===== src/usf_pkg.sv =====
package usf_pkg;

  // Printed offsets are word indices; byte address is four times the index.
  localparam logic [3:0]  USF_IDX_DEV_SUMMARY = 4'h0;
  localparam logic [3:0]  USF_IDX_UNIT_STATUS = 4'h1;
  localparam logic [3:0]  USF_IDX_IRQ_STATUS  = 4'h2;
  localparam logic [3:0]  USF_IDX_IRQ_MASK    = 4'h3;
  localparam logic [3:0]  USF_IDX_RAW_CTRL    = 4'h4;
  localparam logic [5:0]  USF_ADR_DEV_SUMMARY = {USF_IDX_DEV_SUMMARY, 2'h0};
  localparam logic [5:0]  USF_ADR_UNIT_STATUS = {USF_IDX_UNIT_STATUS, 2'h0};
  localparam logic [5:0]  USF_ADR_IRQ_STATUS  = {USF_IDX_IRQ_STATUS, 2'h0};
  localparam logic [5:0]  USF_ADR_IRQ_MASK    = {USF_IDX_IRQ_MASK, 2'h0};
  localparam logic [5:0]  USF_ADR_RAW_CTRL    = {USF_IDX_RAW_CTRL, 2'h0};

  // Unit status word field positions.
  localparam int USF_POS_WRITE_MODE = 20;
  localparam int USF_POS_RAM_DIRTY  = 21;
  localparam int USF_POS_COMM_WRITE = 25;

  // Device summary word field positions.
  localparam int USF_POS_DEV_ERR  = 0;
  localparam int USF_POS_CFG_ERR  = 1;
  localparam int USF_POS_XRAM_ERR = 3;
  localparam int USF_POS_INT_COMM = 4;
  localparam int USF_POS_LINK_ERR = 6;

  localparam logic [15:0] USF_MASK_RESET = 16'h0000;
  localparam logic [31:0] USF_CTRL_RESET = 32'h0000_0000;

  localparam logic [1:0]  USF_HTRANS_NONSEQ = 2'h2;
  localparam logic [2:0]  USF_HSIZE_WORD    = 3'h2;

  // Status and error sources from the rest of the unit, before synchronisation.
  typedef struct packed {
    logic       write_mode_ram;
    logic       ram_dirty;
    logic [4:0] dev_err_bits;
    logic       left_unit;
    logic       other_cfg_err;
    logic       xram_err;
    logic [3:0] link_err_bits;
  } usf_src_s;

  localparam int USF_SRC_W = $bits(usf_src_s);

endpackage


===== src/usf_sync.sv =====
`timescale 1ns/1ps
module usf_sync #(
  parameter int WIDTH = 1
) (
  // Clock and reset
  input  wire logic             hclk,
  input  wire logic             hresetn,
  // Data
  input  wire logic [WIDTH-1:0] async_in,
  output logic      [WIDTH-1:0] sync_out
);

  logic [WIDTH-1:0] stage1;

  // Only the second stage reads the first, to contain metastability.
  always_ff @(posedge hclk or negedge hresetn) begin
    if (!hresetn) begin
      stage1   <= '0;
      sync_out <= '0;
    end else begin
      stage1   <= async_in;
      sync_out <= stage1;
    end
  end

endmodule


===== src/usf_top.sv =====
// Functional notes
// - bit 20 shows RAM write mode.
// - bit 21 shows unsaved RAM changes.
// - bit 25 always reads one.
// - bit 0 summarises device memory errors.
// - bit 1 summarises configuration errors.
// - bit 3 shows external RAM error.
// - bit 4 set by any link error.
// - bit 6 shows link error present.
// - left-side unit counts as configuration error.
//
// The AHB-Lite slave port is this design's own decision.
`timescale 1ns/1ps
module usf_top (
  // Clock and reset
  input  wire logic             hclk,
  input  wire logic             hresetn,
  // AHB-Lite slave
  input  wire logic             hsel,
  input  wire logic [31:0]      haddr,
  input  wire logic [1:0]       htrans,
  input  wire logic             hwrite,
  input  wire logic [2:0]       hsize,
  input  wire logic [31:0]      hwdata,
  input  wire logic             hready,
  output logic      [31:0]      hrdata,
  output logic                  hreadyout,
  output logic                  hresp,
  // Status sources, asynchronous to hclk
  input  wire usf_pkg::usf_src_s src_in,
  // Interrupt
  output logic                  irq
);
  import usf_pkg::*;

  usf_src_s    src;
  logic [15:0] dev_word;
  logic [31:0] unit_word;
  logic [15:0] irq_status;
  logic [15:0] irq_mask;
  logic [31:0] raw_ctrl;
  logic [15:0] dev_prev;
  logic [15:0] rise;
  logic        dp_valid;
  logic        dp_write;
  logic [5:0]  dp_addr;
  logic        rd_irq_status;
  logic        mapped;
  logic [31:0] next_rdata;
  logic        addr_take;
  usf_src_s    eff;

  usf_sync #(.WIDTH(USF_SRC_W)) u_sync (
    .hclk     (hclk),
    .hresetn  (hresetn),
    .async_in (src_in),
    .sync_out (src)
  );

  // Software may force sources high through the control register, for bring-up.
  always_comb begin
    eff = src | usf_src_s'(raw_ctrl[USF_SRC_W-1:0]);
  end

  // Both words are registered so a read sees one consistent snapshot.
  // The price is one more edge of latency from a source to the bus.
  always_ff @(posedge hclk or negedge hresetn) begin
    if (!hresetn) begin
      unit_word <= 32'h0000_0000;
    end else begin
      unit_word                     <= 32'h0000_0000;
      unit_word[USF_POS_WRITE_MODE] <= eff.write_mode_ram;
      unit_word[USF_POS_RAM_DIRTY]  <= eff.ram_dirty;
      unit_word[USF_POS_COMM_WRITE] <= 1'b1;
    end
  end

  // Bits 4 and 6 both follow the OR of the link errors, so software cannot tell them apart.
  always_ff @(posedge hclk or negedge hresetn) begin
    if (!hresetn) begin
      dev_word <= 16'h0000;
    end else begin
      dev_word                      <= 16'h0000;
      dev_word[USF_POS_DEV_ERR]     <= |eff.dev_err_bits;
      dev_word[USF_POS_CFG_ERR]     <= eff.left_unit | eff.other_cfg_err;
      dev_word[USF_POS_XRAM_ERR]    <= eff.xram_err;
      dev_word[USF_POS_INT_COMM]    <= |eff.link_err_bits;
      dev_word[USF_POS_LINK_ERR]    <= |eff.link_err_bits;
    end
  end

  // Bus address phase capture.
  assign addr_take = hsel && hready && (htrans == USF_HTRANS_NONSEQ);

  always_ff @(posedge hclk or negedge hresetn) begin
    if (!hresetn) begin
      dp_valid <= 1'b0;
      dp_write <= 1'b0;
      dp_addr  <= 6'h00;
    end else if (hready) begin
      dp_valid <= addr_take;
      dp_write <= hwrite;
      dp_addr  <= haddr[5:0];
    end
  end

  always_comb begin
    mapped     = 1'b1;
    next_rdata = 32'h0000_0000;
    unique case (dp_addr)
      USF_ADR_DEV_SUMMARY: next_rdata = {16'h0000, dev_word};
      USF_ADR_UNIT_STATUS: next_rdata = unit_word;
      USF_ADR_IRQ_STATUS:  next_rdata = {16'h0000, irq_status};
      USF_ADR_IRQ_MASK:    next_rdata = {16'h0000, irq_mask};
      USF_ADR_RAW_CTRL:    next_rdata = raw_ctrl;
      default:             mapped     = 1'b0;
    endcase
  end

  // Reads take one wait state so hrdata comes straight from a flip-flop.
  // The cost is a second cycle per read; writes finish without waiting.
  always_ff @(posedge hclk or negedge hresetn) begin
    if (!hresetn) begin
      hreadyout <= 1'b1;
      hrdata    <= 32'h0000_0000;
    end else if (addr_take && !hwrite) begin
      hreadyout <= 1'b0;
    end else if (!hreadyout) begin
      hreadyout <= 1'b1;
      hrdata    <= mapped ? next_rdata : 32'h0000_0000;
    end
  end

  always_ff @(posedge hclk or negedge hresetn) begin
    if (!hresetn) begin
      hresp <= 1'b0;
    end else begin
      hresp <= 1'b0;
    end
  end

  // Writes to status words land nowhere, which keeps them read-only.
  always_ff @(posedge hclk or negedge hresetn) begin
    if (!hresetn) begin
      irq_mask <= USF_MASK_RESET;
    end else if (dp_valid && dp_write && (dp_addr == USF_ADR_IRQ_MASK)) begin
      irq_mask <= hwdata[15:0];
    end
  end

  // Forcing acts on the synchronised sources, so forced bits skip the synchroniser but take the same path as real ones after it.
  always_ff @(posedge hclk or negedge hresetn) begin
    if (!hresetn) begin
      raw_ctrl <= USF_CTRL_RESET;
    end else if (dp_valid && dp_write && (dp_addr == USF_ADR_RAW_CTRL)) begin
      raw_ctrl <= {{(32-USF_SRC_W){1'b0}}, hwdata[USF_SRC_W-1:0]};
    end
  end

  // Sticky events on rising summary bits; a new event beats the read clear.
  assign rise          = dev_word & ~dev_prev;
  assign rd_irq_status = dp_valid && !dp_write && !hreadyout && (dp_addr == USF_ADR_IRQ_STATUS);

  always_ff @(posedge hclk or negedge hresetn) begin
    if (!hresetn) begin
      dev_prev <= 16'h0000;
    end else begin
      dev_prev <= dev_word;
    end
  end

  always_ff @(posedge hclk or negedge hresetn) begin
    if (!hresetn) begin
      irq_status <= 16'h0000;
    end else begin
      irq_status <= (rd_irq_status ? 16'h0000 : irq_status) | rise;
    end
  end

  always_ff @(posedge hclk or negedge hresetn) begin
    if (!hresetn) begin
      irq <= 1'b0;
    end else begin
      irq <= |(irq_status & irq_mask);
    end
  end

  a_comm_write_one: assert property (
    @(posedge hclk) disable iff (!hresetn) $past(hresetn) |-> unit_word[USF_POS_COMM_WRITE])
    else $error("Communications writing bit not one.");

  a_unit_unused_zero: assert property (
    @(posedge hclk) disable iff (!hresetn)
    (unit_word & ~32'h0230_0000) == 32'h0000_0000)
    else $error("Unused unit status bit set.");

  a_dev_unused_zero: assert property (
    @(posedge hclk) disable iff (!hresetn) (dev_word & ~16'h005B) == 16'h0000)
    else $error("Unused device status bit set.");

  a_write_mode_follow: assert property (
    @(posedge hclk) disable iff (!hresetn)
    ##1 unit_word[USF_POS_WRITE_MODE] == $past(eff.write_mode_ram))
    else $error("Write mode bit wrong.");

  a_ram_dirty_follow: assert property (
    @(posedge hclk) disable iff (!hresetn)
    ##1 unit_word[USF_POS_RAM_DIRTY] == $past(eff.ram_dirty))
    else $error("RAM dirty bit wrong.");

  a_dev_err_summary: assert property (
    @(posedge hclk) disable iff (!hresetn)
    ##1 dev_word[USF_POS_DEV_ERR] == |$past(eff.dev_err_bits))
    else $error("Device error summary wrong.");

  a_left_unit_cfg: assert property (
    @(posedge hclk) disable iff (!hresetn) eff.left_unit |=> dev_word[USF_POS_CFG_ERR])
    else $error("Left unit did not flag configuration error.");

  a_cfg_err_clear: assert property (
    @(posedge hclk) disable iff (!hresetn)
    !eff.left_unit && !eff.other_cfg_err |=> !dev_word[USF_POS_CFG_ERR])
    else $error("Configuration error without cause.");

  a_xram_follow: assert property (
    @(posedge hclk) disable iff (!hresetn)
    ##1 dev_word[USF_POS_XRAM_ERR] == $past(eff.xram_err))
    else $error("External RAM error bit wrong.");

  a_link_sets_comm: assert property (
    @(posedge hclk) disable iff (!hresetn)
    dev_word[USF_POS_LINK_ERR] |-> dev_word[USF_POS_INT_COMM])
    else $error("Link error without internal comm bit.");

  a_link_err_follow: assert property (
    @(posedge hclk) disable iff (!hresetn)
    ##1 dev_word[USF_POS_LINK_ERR] == |$past(eff.link_err_bits))
    else $error("Link error bit wrong.");

  a_irq_level: assert property (
    @(posedge hclk) disable iff (!hresetn) |(irq_status & irq_mask) |=> irq)
    else $error("Interrupt not raised.");

  // Each summary bit follows its sources one edge later.
  a_int_comm_follow: assert property (
    @(posedge hclk) disable iff (!hresetn)
    ##1 dev_word[USF_POS_INT_COMM] == |$past(eff.link_err_bits))
    else $error("Internal communications bit wrong.");

  a_cfg_err_follow: assert property (
    @(posedge hclk) disable iff (!hresetn)
    ##1 dev_word[USF_POS_CFG_ERR] == ($past(eff.left_unit) | $past(eff.other_cfg_err)))
    else $error("Configuration error bit wrong.");

  // Bus timing: one wait state per read, none per write.
  a_read_wait: assert property (
    @(posedge hclk) disable iff (!hresetn) addr_take && !hwrite |=> !hreadyout)
    else $error("Read did not insert its wait state.");

  a_read_one_wait: assert property (
    @(posedge hclk) disable iff (!hresetn) !hreadyout |=> hreadyout)
    else $error("Read wait state too long.");

  a_write_no_wait: assert property (
    @(posedge hclk) disable iff (!hresetn) addr_take && hwrite |=> hreadyout)
    else $error("Write inserted a wait state.");

  a_dp_hold: assert property (
    @(posedge hclk) disable iff (!hresetn) !hready |=> $stable(dp_addr))
    else $error("Data phase address moved during a wait.");

  a_read_data: assert property (
    @(posedge hclk) disable iff (!hresetn)
    !hreadyout && mapped |=> hrdata == $past(next_rdata))
    else $error("Read data not the addressed register.");

  a_unmapped_zero: assert property (
    @(posedge hclk) disable iff (!hresetn)
    !hreadyout && !mapped |=> hrdata == 32'h0000_0000)
    else $error("Unmapped read not zero.");

  a_rdata_stable: assert property (
    @(posedge hclk) disable iff (!hresetn) hreadyout |=> $stable(hrdata))
    else $error("Read data moved between reads.");

  a_resp_okay: assert property (
    @(posedge hclk) disable iff (!hresetn) !hresp)
    else $error("Response not OKAY.");

  // Interrupt bookkeeping: a set beats the read clear, and nothing else drops a bit.
  a_status_sticky: assert property (
    @(posedge hclk) disable iff (!hresetn)
    !rd_irq_status |=> (irq_status & $past(irq_status)) == $past(irq_status))
    else $error("Status bit dropped without a read.");

  a_read_clears: assert property (
    @(posedge hclk) disable iff (!hresetn) rd_irq_status |=> irq_status == $past(rise))
    else $error("Status read did not clear.");

  a_event_sets: assert property (
    @(posedge hclk) disable iff (!hresetn)
    rise != 16'h0000 |=> (irq_status & $past(rise)) == $past(rise))
    else $error("Event did not set its status bit.");

  a_irq_quiet: assert property (
    @(posedge hclk) disable iff (!hresetn)
    (irq_status & irq_mask) == 16'h0000 |=> !irq)
    else $error("Interrupt without unmasked cause.");

  a_irq_cause: assert property (
    @(posedge hclk) disable iff (!hresetn)
    irq |-> ($past(irq_status) & $past(irq_mask)) != 16'h0000)
    else $error("Interrupt high with no earlier cause.");

  // Writable registers change only on their own write.
  a_mask_write: assert property (
    @(posedge hclk) disable iff (!hresetn)
    dp_valid && dp_write && (dp_addr == USF_ADR_IRQ_MASK)
    |=> {16'h0000, irq_mask} == ($past(hwdata) & 32'h0000_FFFF))
    else $error("Mask write not taken.");

  a_mask_hold: assert property (
    @(posedge hclk) disable iff (!hresetn) !(dp_valid && dp_write) |=> $stable(irq_mask))
    else $error("Mask changed without a write.");

  a_ctrl_hold: assert property (
    @(posedge hclk) disable iff (!hresetn) !(dp_valid && dp_write) |=> $stable(raw_ctrl))
    else $error("Control changed without a write.");

  c_read_unit: cover property (
    @(posedge hclk) disable iff (!hresetn)
    dp_valid && !dp_write && dp_addr == USF_ADR_UNIT_STATUS ##1 hreadyout);

  c_link_error: cover property (
    @(posedge hclk) disable iff (!hresetn) $rose(dev_word[USF_POS_LINK_ERR]));

  c_irq_fire: cover property (@(posedge hclk) disable iff (!hresetn) $rose(irq));

  c_word_write: cover property (
    @(posedge hclk) disable iff (!hresetn) addr_take && hwrite && (hsize == USF_HSIZE_WORD));

  c_clear_race: cover property (
    @(posedge hclk) disable iff (!hresetn)
    rd_irq_status && (rise != 16'h0000));

endmodule


===== config.mk =====
export PLATFORM = sky130hd
export DESIGN_NAME = usf_top
export DESIGN_NICKNAME = d
export VERILOG_FILES = /design/src/usf_pkg.sv /design/src/usf_sync.sv /design/src/usf_top.sv
export SDC_FILE = /design/constraint.sdc
export NUM_CORES = 1
export LEC_CHECK = 0
export BUFFER_PORTS_ARGS = -buffer_cell sky130_fd_sc_hd__clkbuf_2
export CAP_MARGIN = 10
export CELL_PAD_IN_SITES_DETAIL_PLACEMENT = 1
export CELL_PAD_IN_SITES_GLOBAL_PLACEMENT = 1
export CORE_MARGIN = 2
export CORE_UTILIZATION = 30
export DETAILED_ROUTE_END_ITERATION = 10
export PLACE_DENSITY_LB_ADDON = 0.1
export SETUP_SLACK_MARGIN = 0.05
export SYNTH_ARGS = -nofsm -noshare
export SYNTH_HDL_FRONTEND = slang
export SYNTH_HIERARCHICAL = 1
export SYNTH_SLANG_ARGS = --single-unit

===== constraint.sdc =====
create_clock -name hclk -period 1.8 [get_ports hclk]
set_clock_uncertainty 0.05 [all_clocks]
set_input_delay 0.45 -clock hclk [delete_from_list [all_inputs] [get_ports hclk]]
set_output_delay 0.45 -clock hclk [all_outputs]
set_load 0.01 [all_outputs]

# Word level (Yosys, flattened, before mapping)
# Cells that the tools add are included.
[word_totals]
output_inout_bits = 35
romBits = 0
mem_count = 0
ramBits = 0
reg_bits = 127
latchBits = 0
[op_classes]
add_sub_neg = 0
n_bitwise = 8
n_mul = 0
div_mod_pow = 0
shifts = 0
n_lt_le_gt_ge = 0
muxes = 5
eq_ne = 5
reduce_logical = 18
[ops]
columns = ["operator", "n"]
rows = [
  ["one-hot mux 26 bit (5 select lines)", 1],
  ["two-way mux 32 bit", 1],
  ["bitwise AND 16 bit", 1],
  ["bitwise AND 7 x 16 -> 16 bit", 1],
  ["two-way mux 16 bit", 1],
  ["inverter 7 -> 16 bit", 1],
  ["bitwise OR 16 bit", 1],
  ["OR reduction 16 bit", 1],
  ["bitwise OR 14 bit", 1],
  ["equality test 6 x 4 -> 1 bit (second input constant)", 2],
  ["OR reduction 5 bit", 2],
  ["logical AND 1 bit", 9],
  ["equality test 6 x 3 -> 1 bit (second input constant)", 1],
  ["equality test 6 x 5 -> 1 bit (second input constant)", 1],
  ["logical NOT 6 bit", 1],
  ["OR reduction 4 bit", 1],
  ["logical NOT 1 bit", 3],
  ["equality test 2 bit (second input constant)", 1],
  ["two-way mux 1 bit", 2],
  ["inverter 1 bit", 2],
  ["AND reduction 2 bit", 1],
  ["bitwise OR 1 bit", 1],
]

# Longest topological paths before layout
# Gate-level depths: netlist of the first run.
[depth]
depth_word = 6
ltp_mapped = 7
ltp_nobuf = 4

# By module
# Netlist of the first run, hierarchy kept.
[modules_own_cells]
columns = ["mod", "instances", "area_each_um2", "seq_area_each_um2", "cells_per_inst"]
rows = [
  ["usf_top", 1, 3123.0, 1878.1, 241],
  ["usf_sync", 1, 700.7, 700.7, 28],
]

# Worst setup path before layout of the first run
# No wires, ideal clock.
[synth_timing]
kind = "flip-flop to flip-flop"
from = "register dp_addr[4]"
to = "register irq_mask[10]"
slack_ns = -0.148
path_stages_with_launch = 8
synth_period_minus_slack_ns = 1.948
arrival_time_ns = 1.770
n_path_buf = 3
cell_sequence = "dfrtp_1 buf_6 nor4_4 and3_1 and3_1 buf_4 buf_8 mux2_1"
[synth_between]
elab_chain_cells = 2
[synth_rtl]
columns = ["element", "line_no", "rtl"]
rows = [
  ["start: declaration", "usf_top.sv:46", "logic [5:0] dp_addr;"],
  ["start signal: assignment", "usf_top.sv:103", "dp_addr <= haddr[5:0];"],
  ["equality test 6 x 4 -> 1 bit", "usf_top.sv:146", "end else if (dp_valid && dp_write && (dp_addr == USF_ADR_IRQ_MASK)) begin"],
  ["logical AND 1 bit", "usf_top.sv:146", ""],
  ["end signal: assignment", "usf_top.sv:147", "irq_mask <= hwdata[15:0];"],
  ["end: declaration", "usf_top.sv:40", "logic [15:0] irq_mask;"],
]
# No other way between the ends.
# A chain may end at the register's enable or synchronous reset.

# Worst setup path after layout of the first run
# Same ends and word-level chain as after synthesis.

==> impl_metrics.csv, run 1 <==
group,metric,value,unit
floorplanning,fp.dieW,117,microns
cells_and_area,area_growth,26.7,%
timing,fin_ws,-0.0441,ns
global_route,track_usage,0.133,
drt,drt_iter0_drc,77,
placed_design,hpwlAfterDp,5.67,mm
power_and_ir_drop,p_sw_frac,0.215,
critical_path,critical_path.most_common_cell,"and3_4",
power_and_ir_drop,sequentialPowerShare,0.518,
yosys,syn_avg_cell_area,14.2,sq um
cells_and_area,final_area,4850,sq um
timing,finalHoldViolations,0,
drt,ant_nets,0,
global_route,grt_pass1_wl,13.5,mm
floorplanning,start_util,0.305,
critical_path,cp-end-kind,"flop",
timing,hold_slack,0.166,ns
yosys,synth_seq_cells,103,
drt,wl_per_cell,15.7,microns
floorplanning,fp.coreArea,12500,sq um
critical_path,worstSetupStartpoint,"dp_addr[4]$_DFFE_PN0P_",
floorplanning,row_count,41,
clock_tree,cts_root_buf,"clkbuf_16",
critical_path,reg2reg_depth,5,
placed_design,portBuffers,63,
power_and_ir_drop,ir_drop,0.334,mV
timing,fin_tns_setup,-0.576,ns
critical_path,critPathMaxFanout,8,
critical_path,path_class,"flop to flop",
clock_tree,clock_latency,0.33,ns
global_route,grt_max_degree,50,
cells_and_area,antenna_cells,0,
drt,drt-pass1-iter-count,4,
cells_and_area,layout-drive-gt1-share,0.408,
critical_path,arrival,2.01,ns
global_route,antenna_found_initial,0,
critical_path,critPathSlowestCell,"dfrtp_1",
drt,drcViolationCount,0,
yosys,synth_edf_count,0,
critical_path,max_stage_delay,0.41,ns
power_and_ir_drop,p_per_area,1000,nW/um^2
yosys,syn_inst,269,
critical_path,path_cells,"nor4_4 > and3_4 > and3_4 > buf_12 > mux2_4",
power_and_ir_drop,internal-power,0.00381,W
drt,vias,2308,
outcome,violations,"negative setup slack",
clock_tree,ctsHtreeMaxLevel,3,
run,drv_cap,0,
critical_path,cp.required,1.97,ns
critical_path,path_depth,5,
power_and_ir_drop,combPwrFrac,0.070,
placed_design,place_congestion,0.707,
power_and_ir_drop,clkPwrFrac,0.412,
clock_tree,numCtsBuffers,9,
clock_tree,cts_tree,"yes",
cells_and_area,filler_cell_count,1347,
clock_tree,cts.path.max_buffers,2,
timing,clock.fmax,542,MHz
floorplanning,die_y,117,microns
drt,routed_wl,8.26,mm
timing,period_share,1.02,
cells_and_area,nNetsFinal,438,
power_and_ir_drop,p_sw,0.00104,W
clock_tree,cts_sinks,103,
global_route,grt_pass1_vias,2469,
outcome,status,"finished with violations",
timing,rsz0062_at_grt,"yes",
cells_and_area,fin_cells,525,
timing,min_period,1.84,ns
yosys,synth.distinct_cells,34,
timing,drv_slew,0,
global_route,grt-ovfl-total,0,
critical_path,crit_family,"simple AND/OR/NAND/NOR gates",
clock_tree,clk_pin_slew,0.07,ns
yosys,synth_seq_area_share,0.674,
critical_path,start_kind,"flop",
critical_path,path_buf_inv,1,
worst_hold_path,min_path_cells,1,
power_and_ir_drop,power_leakage,2.26,nW
worst_hold_path,min-delay-path-class,"primary input to flop",
placed_design,dpl.cell_count,508,
worst_hold_path,hp-start,"src_in[10]",
yosys,ys.flop_type,"dfrtp_1",
critical_path,r2r_start,"dp_addr[4]$_DFFE_PN0P_",
yosys,synthArstFlopShare,1.00,
yosys,syn_area,3820,sq um
floorplanning,ios,123,
drt,routed_via_density,4.40,
floorplanning,dieArea,13700,sq um
timing,setup_viol,16,
placed_design,placed_area,4400,sq um
yosys,synth_warnings,6,
==> path summary, 6_finish.rpt <==
path	end	slack [ns]
max	irq_mask[10]$_DFFE_PN0P_	-0.04
min	u_sync/stage1[10]$_DFF_PN0_	0.17
max reg2reg	irq_mask[10]$_DFFE_PN0P_	-0.04
min reg2reg	u_sync/sync_out[6]$_DFF_PN0_	0.30
max in group asynchronous	raw_ctrl[10]$_DFFE_PN0P_	0.62
min in group asynchronous	u_sync/stage1[4]$_DFF_PN0_	0.51
==> worst reg2reg max path: cells and delay by family, from the launching register on <==
kind,cells,cell delay [ns]
AND/OR/NAND/NOR,3,0.81
flip-flops,1,0.41
multiplexers,1,0.31
buffers and inverters,1,0.16
==> final cells by class <==
class / count / area, sq um / share of cell area
Timing Repair Buffer: 81 / 529 / 0.109
Inverter: 4 / 15.0 / 0.00310
Multi-Input combinational cell: 151 / 1210 / 0.249
Sequential cell: 103 / 2580 / 0.532
Clock buffer: 10 / 229 / 0.0473
Tap cell: 172 / 215 / 0.0444
Clock inverter: 4 / 72.6 / 0.0150
==> cell usage after synthesis, types with 2 or more instances <==
cell,number,area [sq um]
nor2b_1,2,12.5
o22ai_1,5,31.3
nor3_1,2,10.0
mux2_1,10,113
buf_2,3,15.0
clkbuf_1,4,15.0
or2_2,3,18.8
buf_4,15,113
a21o_1,2,15.0
a21oi_1,2,10.0
conb_1,2,7.51
and3_1,3,18.8
nand3_1,4,20.0
inv_1,4,15.0
mux2i_1,8,80.1
nor4_1,4,25.0
mux2_2,28,315
a22oi_1,10,75.1
dfrtp_1,102,2550
o21ai_0,14,70.1
a22o_1,8,70.1
nand2_1,21,78.8
nor2_1,2,7.51
==> stage by stage <==
step	utilization	setup WS, ns	total power, W
final	0.387	-0.0441	0.00485
after global routing	0.387	-0.117	0.00508
after CTS	0.385	-0.0651	0.00493
after detailed placement	0.351	-0.133	0.00288
after global placement	0.351	-0.123	0.00287
after floorplan	-	-0.0684	0.00271
==> power groups by stage <==
stage | Sequential (W) | Combinational [W] | Clock, W
global placement | 0.00255 | 0.000323 | 0
detailed placement | 0.00255 | 0.000330 | 0
CTS | 0.00251 | 0.000345 | 0.00208
floorplan | 0.00253 | 0.000178 | 0
global route | 0.00252 | 0.000387 | 0.00217
finish | 0.00251 | 0.000341 | 0.00200
==> sequential cells by signal, summed over array words and instances (netlist names), 3 cells and up <==
register / flops
raw_ctrl: 14
irq_status: 5
dp_addr: 6
dev_word: 4
hrdata: 19
u_sync/stage1: 14
unit_word: 3
irq_mask: 16
u_sync/sync_out: 14
dev_prev: 4
==> per-layer routing <==
metal  part of all wire  wire [microns]  vias up  track usage
li1                   -               -     1089            -
met1               0.49            4080     1166        0.189
met2               0.46            3810       46        0.200
met3              0.032             261        7       0.0299
met4              0.013             106        0       0.0494
met5                  0               0        -            0
==> repair_timing <==
action / in CTS / in global routing
endpoints found under the hold margin: 21 / 0
cloned: 1 / 0
setup endpoints to repair: 39 / 40
hold buffers: 1 / 0
resized for setup: 18 / 12
pin swaps: 2 / 2
buffers inserted: 2 / 0
==> cells in the final DEF (no fill, tap or decap), types with 5 or more instances in the layout <==
| cell type | n |
|---|---|
| mux2_2 | 22 |
| clkbuf_2 | 62 |
| conb_1 | 15 |
| mux2i_1 | 8 |
| mux2_4 | 16 |
| o22ai_1 | 5 |
| a22o_1 | 8 |
| a22oi_1 | 10 |
| dfrtp_1 | 102 |
| clkbuf_16 | 9 |
| o21ai_0 | 11 |
| buf_4 | 12 |
| nand2_1 | 21 |
==> kinds of logic (layout without fill, tap and decap cells) <==
group | after synthesis | count (layout) | synth area share
buf+inv | 28 | 99 | 0.0481
simple gates | 45 | 45 | 0.0622
mux | 46 | 46 | 0.133
flops | 103 | 103 | 0.674
compound gates | 45 | 45 | 0.0805
other cells | 2 | 15 | 0.00196
(Power assumes the default switching activity.)
==> run 2: changes to the inputs <==
RECOVER_POWER = 100   (was unset)
==> impl_metrics.csv, run 2 (synthesis results as in run 1) <==
group,metric,value,unit
placed_design,dpl.cell_count,508,
placed_design,place_congestion,0.707,
drt,ant_nets,0,
critical_path,arrival,2.01,ns
clock_tree,cts_root_buf,"clkbuf_16",
power_and_ir_drop,ir_drop,0.330,mV
floorplanning,die_y,117,microns
drt,drcViolationCount,0,
timing,setup_viol,16,
floorplanning,fp.dieW,117,microns
critical_path,r2r-end,"irq_mask[10]$_DFFE_PN0P_",
global_route,antenna_found_initial,0,
drt,routed_wl,8.24,mm
timing,period_share,1.02,
critical_path,path_class,"flop to flop",
cells_and_area,filler_cell_count,1359,
drt,wl_per_cell,15.7,microns
timing,drv_slew,0,
global_route,grt_pass1_vias,2469,
timing,rsz0062_at_grt,"yes",
timing,tightest_slew,0.627,ns
critical_path,start_kind,"flop",
timing,clock.fmax,544,MHz
global_route,grt_pass1_wl,13.5,mm
timing,min_period,1.84,ns
global_route,track_usage,0.133,
timing,fin_tns_setup,-0.473,ns
worst_hold_path,min-delay-path-class,"primary input to flop",
cells_and_area,layout_commonest_cell,"dfrtp_1",
cells_and_area,top_register,"hrdata",
critical_path,worstSetupStartpoint,"dp_addr[4]$_DFFE_PN0P_",
power_and_ir_drop,power_leakage,2.18,nW
cells_and_area,largestRegisters,"hrdata x19, irq_mask x16",
floorplanning,dieArea,13700,sq um
floorplanning,fp.coreArea,12500,sq um
cells_and_area,layout-drive-gt1-share,0.340,
clock_tree,clock_latency,0.33,ns
timing,finalHoldViolations,0,
drt,routed_via_density,4.36,
clock_tree,clk_pin_slew,0.07,ns
drt,vias,2291,
cells_and_area,largest_register_ff_count,19,
critical_path,cp.required,1.97,ns
floorplanning,ios,123,
power_and_ir_drop,p_per_area,1010,nW/um^2
placed_design,dp_slack,-0.133,ns
cells_and_area,area_growth,25.0,%
outcome,violations,"negative setup slack",
cells_and_area,final_cell_mix,"dfrtp_1 (102), clkbuf_2 (43), clkbuf_1 (24)",
critical_path,crit_end,"irq_mask[10]$_DFFE_PN0P_",
critical_path,reg2reg_depth,5,
cells_and_area,fin_cells,525,
cells_and_area,nNetsFinal,438,
placed_design,portBuffers,63,
critical_path,cp-end-kind,"flop",
power_and_ir_drop,combPwrFrac,0.067,
power_and_ir_drop,p_sw_frac,0.214,
placed_design,hpwlAfterDp,5.67,mm
global_route,grt_max_degree,50,
global_route,grt-ovfl-total,0,
drt,drt-pass1-iter-count,4,
clock_tree,cts.path.max_buffers,2,
clock_tree,numCtsBuffers,9,
critical_path,reg2reg_slack,-0.04,ns
critical_path,r2r_start,"dp_addr[4]$_DFFE_PN0P_",
timing,relSlewSlack,0.582,
cells_and_area,antenna_cells,0,
power_and_ir_drop,sequentialPowerShare,0.520,
drt,drt_iter0_drc,100,
clock_tree,cts_sinks,103,
power_and_ir_drop,p_sw,0.00103,W
power_and_ir_drop,internal-power,0.00379,W
clock_tree,ctsHtreeMaxLevel,3,
timing,fin_ws,-0.0396,ns
floorplanning,start_util,0.305,
outcome,status,"finished with violations",
power_and_ir_drop,clkPwrFrac,0.413,
run,drv_cap,0,
floorplanning,row_count,41,
critical_path,critPathMaxFanout,8,
clock_tree,cts_tree,"yes",
-- run 2: cell count changes in the layout (fill, tap and decap cells not counted), sizes merged --
cell | previous run | this run
buf | 18 | 14
clkbuf | 72 | 76
-- run 2: repair_timing --
action,CTS,global route
endpoints found under the hold margin,21,0
cloned,1,0
resized for setup,18,12
setup endpoints to repair,39,40
pin swaps,2,2
hold buffers,1,0
buffers inserted,2,0
-- run 2: through the flow --
| step | total power, W | util | hold slack [ns] | instance area, sq um |
|---|---|---|---|---|
| final | 0.00483 | 0.382 | 0.168 | 4780 |
| after global routing | 0.00507 | 0.382 | 0.153 | 4780 |
| after CTS | 0.00493 | 0.385 | 0.153 | 4810 |
| after floorplan | 0.00271 | - | 0.104 | 3880 |
| after detailed placement | 0.00288 | 0.351 | 0.286 | 4400 |
| after global placement | 0.00287 | 0.351 | 0.282 | 4400 |
-- run 2: worst max-delay path: stages (launching register included) --
cell     delay [ns]
dfrtp_1        0.41
nor4_4         0.33
and3_4         0.24
and3_4         0.23
buf_12         0.16
mux2_4         0.30
-- run 2: power groups by stage --
| stage | Clock [W] | Sequential [W] | Combinational (W) |
|---|---|---|---|
| after CTS | 0.00208 | 0.00251 | 0.000345 |
| after floorplan | 0 | 0.00253 | 0.000178 |
| after global placement | 0 | 0.00255 | 0.000323 |
| after global routing | 0.00217 | 0.00252 | 0.000371 |
| final | 0.00199 | 0.00251 | 0.000326 |
| after detailed placement | 0 | 0.00255 | 0.000330 |
-- run 2: area by class of cell --
class | count | area (sq um) | area share
sequential | 103 | 2580 | 0.540
clock buffer | 10 | 229 | 0.0479
timing repair buffer | 81 | 465 | 0.0974
multi-input combinational | 151 | 1200 | 0.252
clock inverter | 4 | 72.6 | 0.0152
tap | 172 | 215 | 0.0450
inverter | 4 | 15.0 | 0.00314
-- run 2: worst min-delay path by stage --
stage / to / depth (start not counted) / from
floorplan: dev_prev[0]$_DFF_PN0_ / 0 / hresetn
global placement: u_sync/sync_out[9]$_DFF_PN0_ / 0 / u_sync/stage1[9]$_DFF_PN0_
detailed placement: u_sync/sync_out[4]$_DFF_PN0_ / 0 / u_sync/stage1[4]$_DFF_PN0_
CTS: u_sync/stage1[11]$_DFF_PN0_ / 1 / src_in[11]
global route: u_sync/stage1[4]$_DFF_PN0_ / 1 / src_in[4]
finish: u_sync/stage1[10]$_DFF_PN0_ / 1 / src_in[10]
-- run 2: metal layers --
layer / global-route usage / wire, microns / up-vias
met5: 0 / 0 / -
met4: 0.0494 / 97 / 0
met3: 0.0299 / 272 / 5
met2: 0.200 / 3810 / 47
met1: 0.189 / 4060 / 1152
li1: - / - / 1087
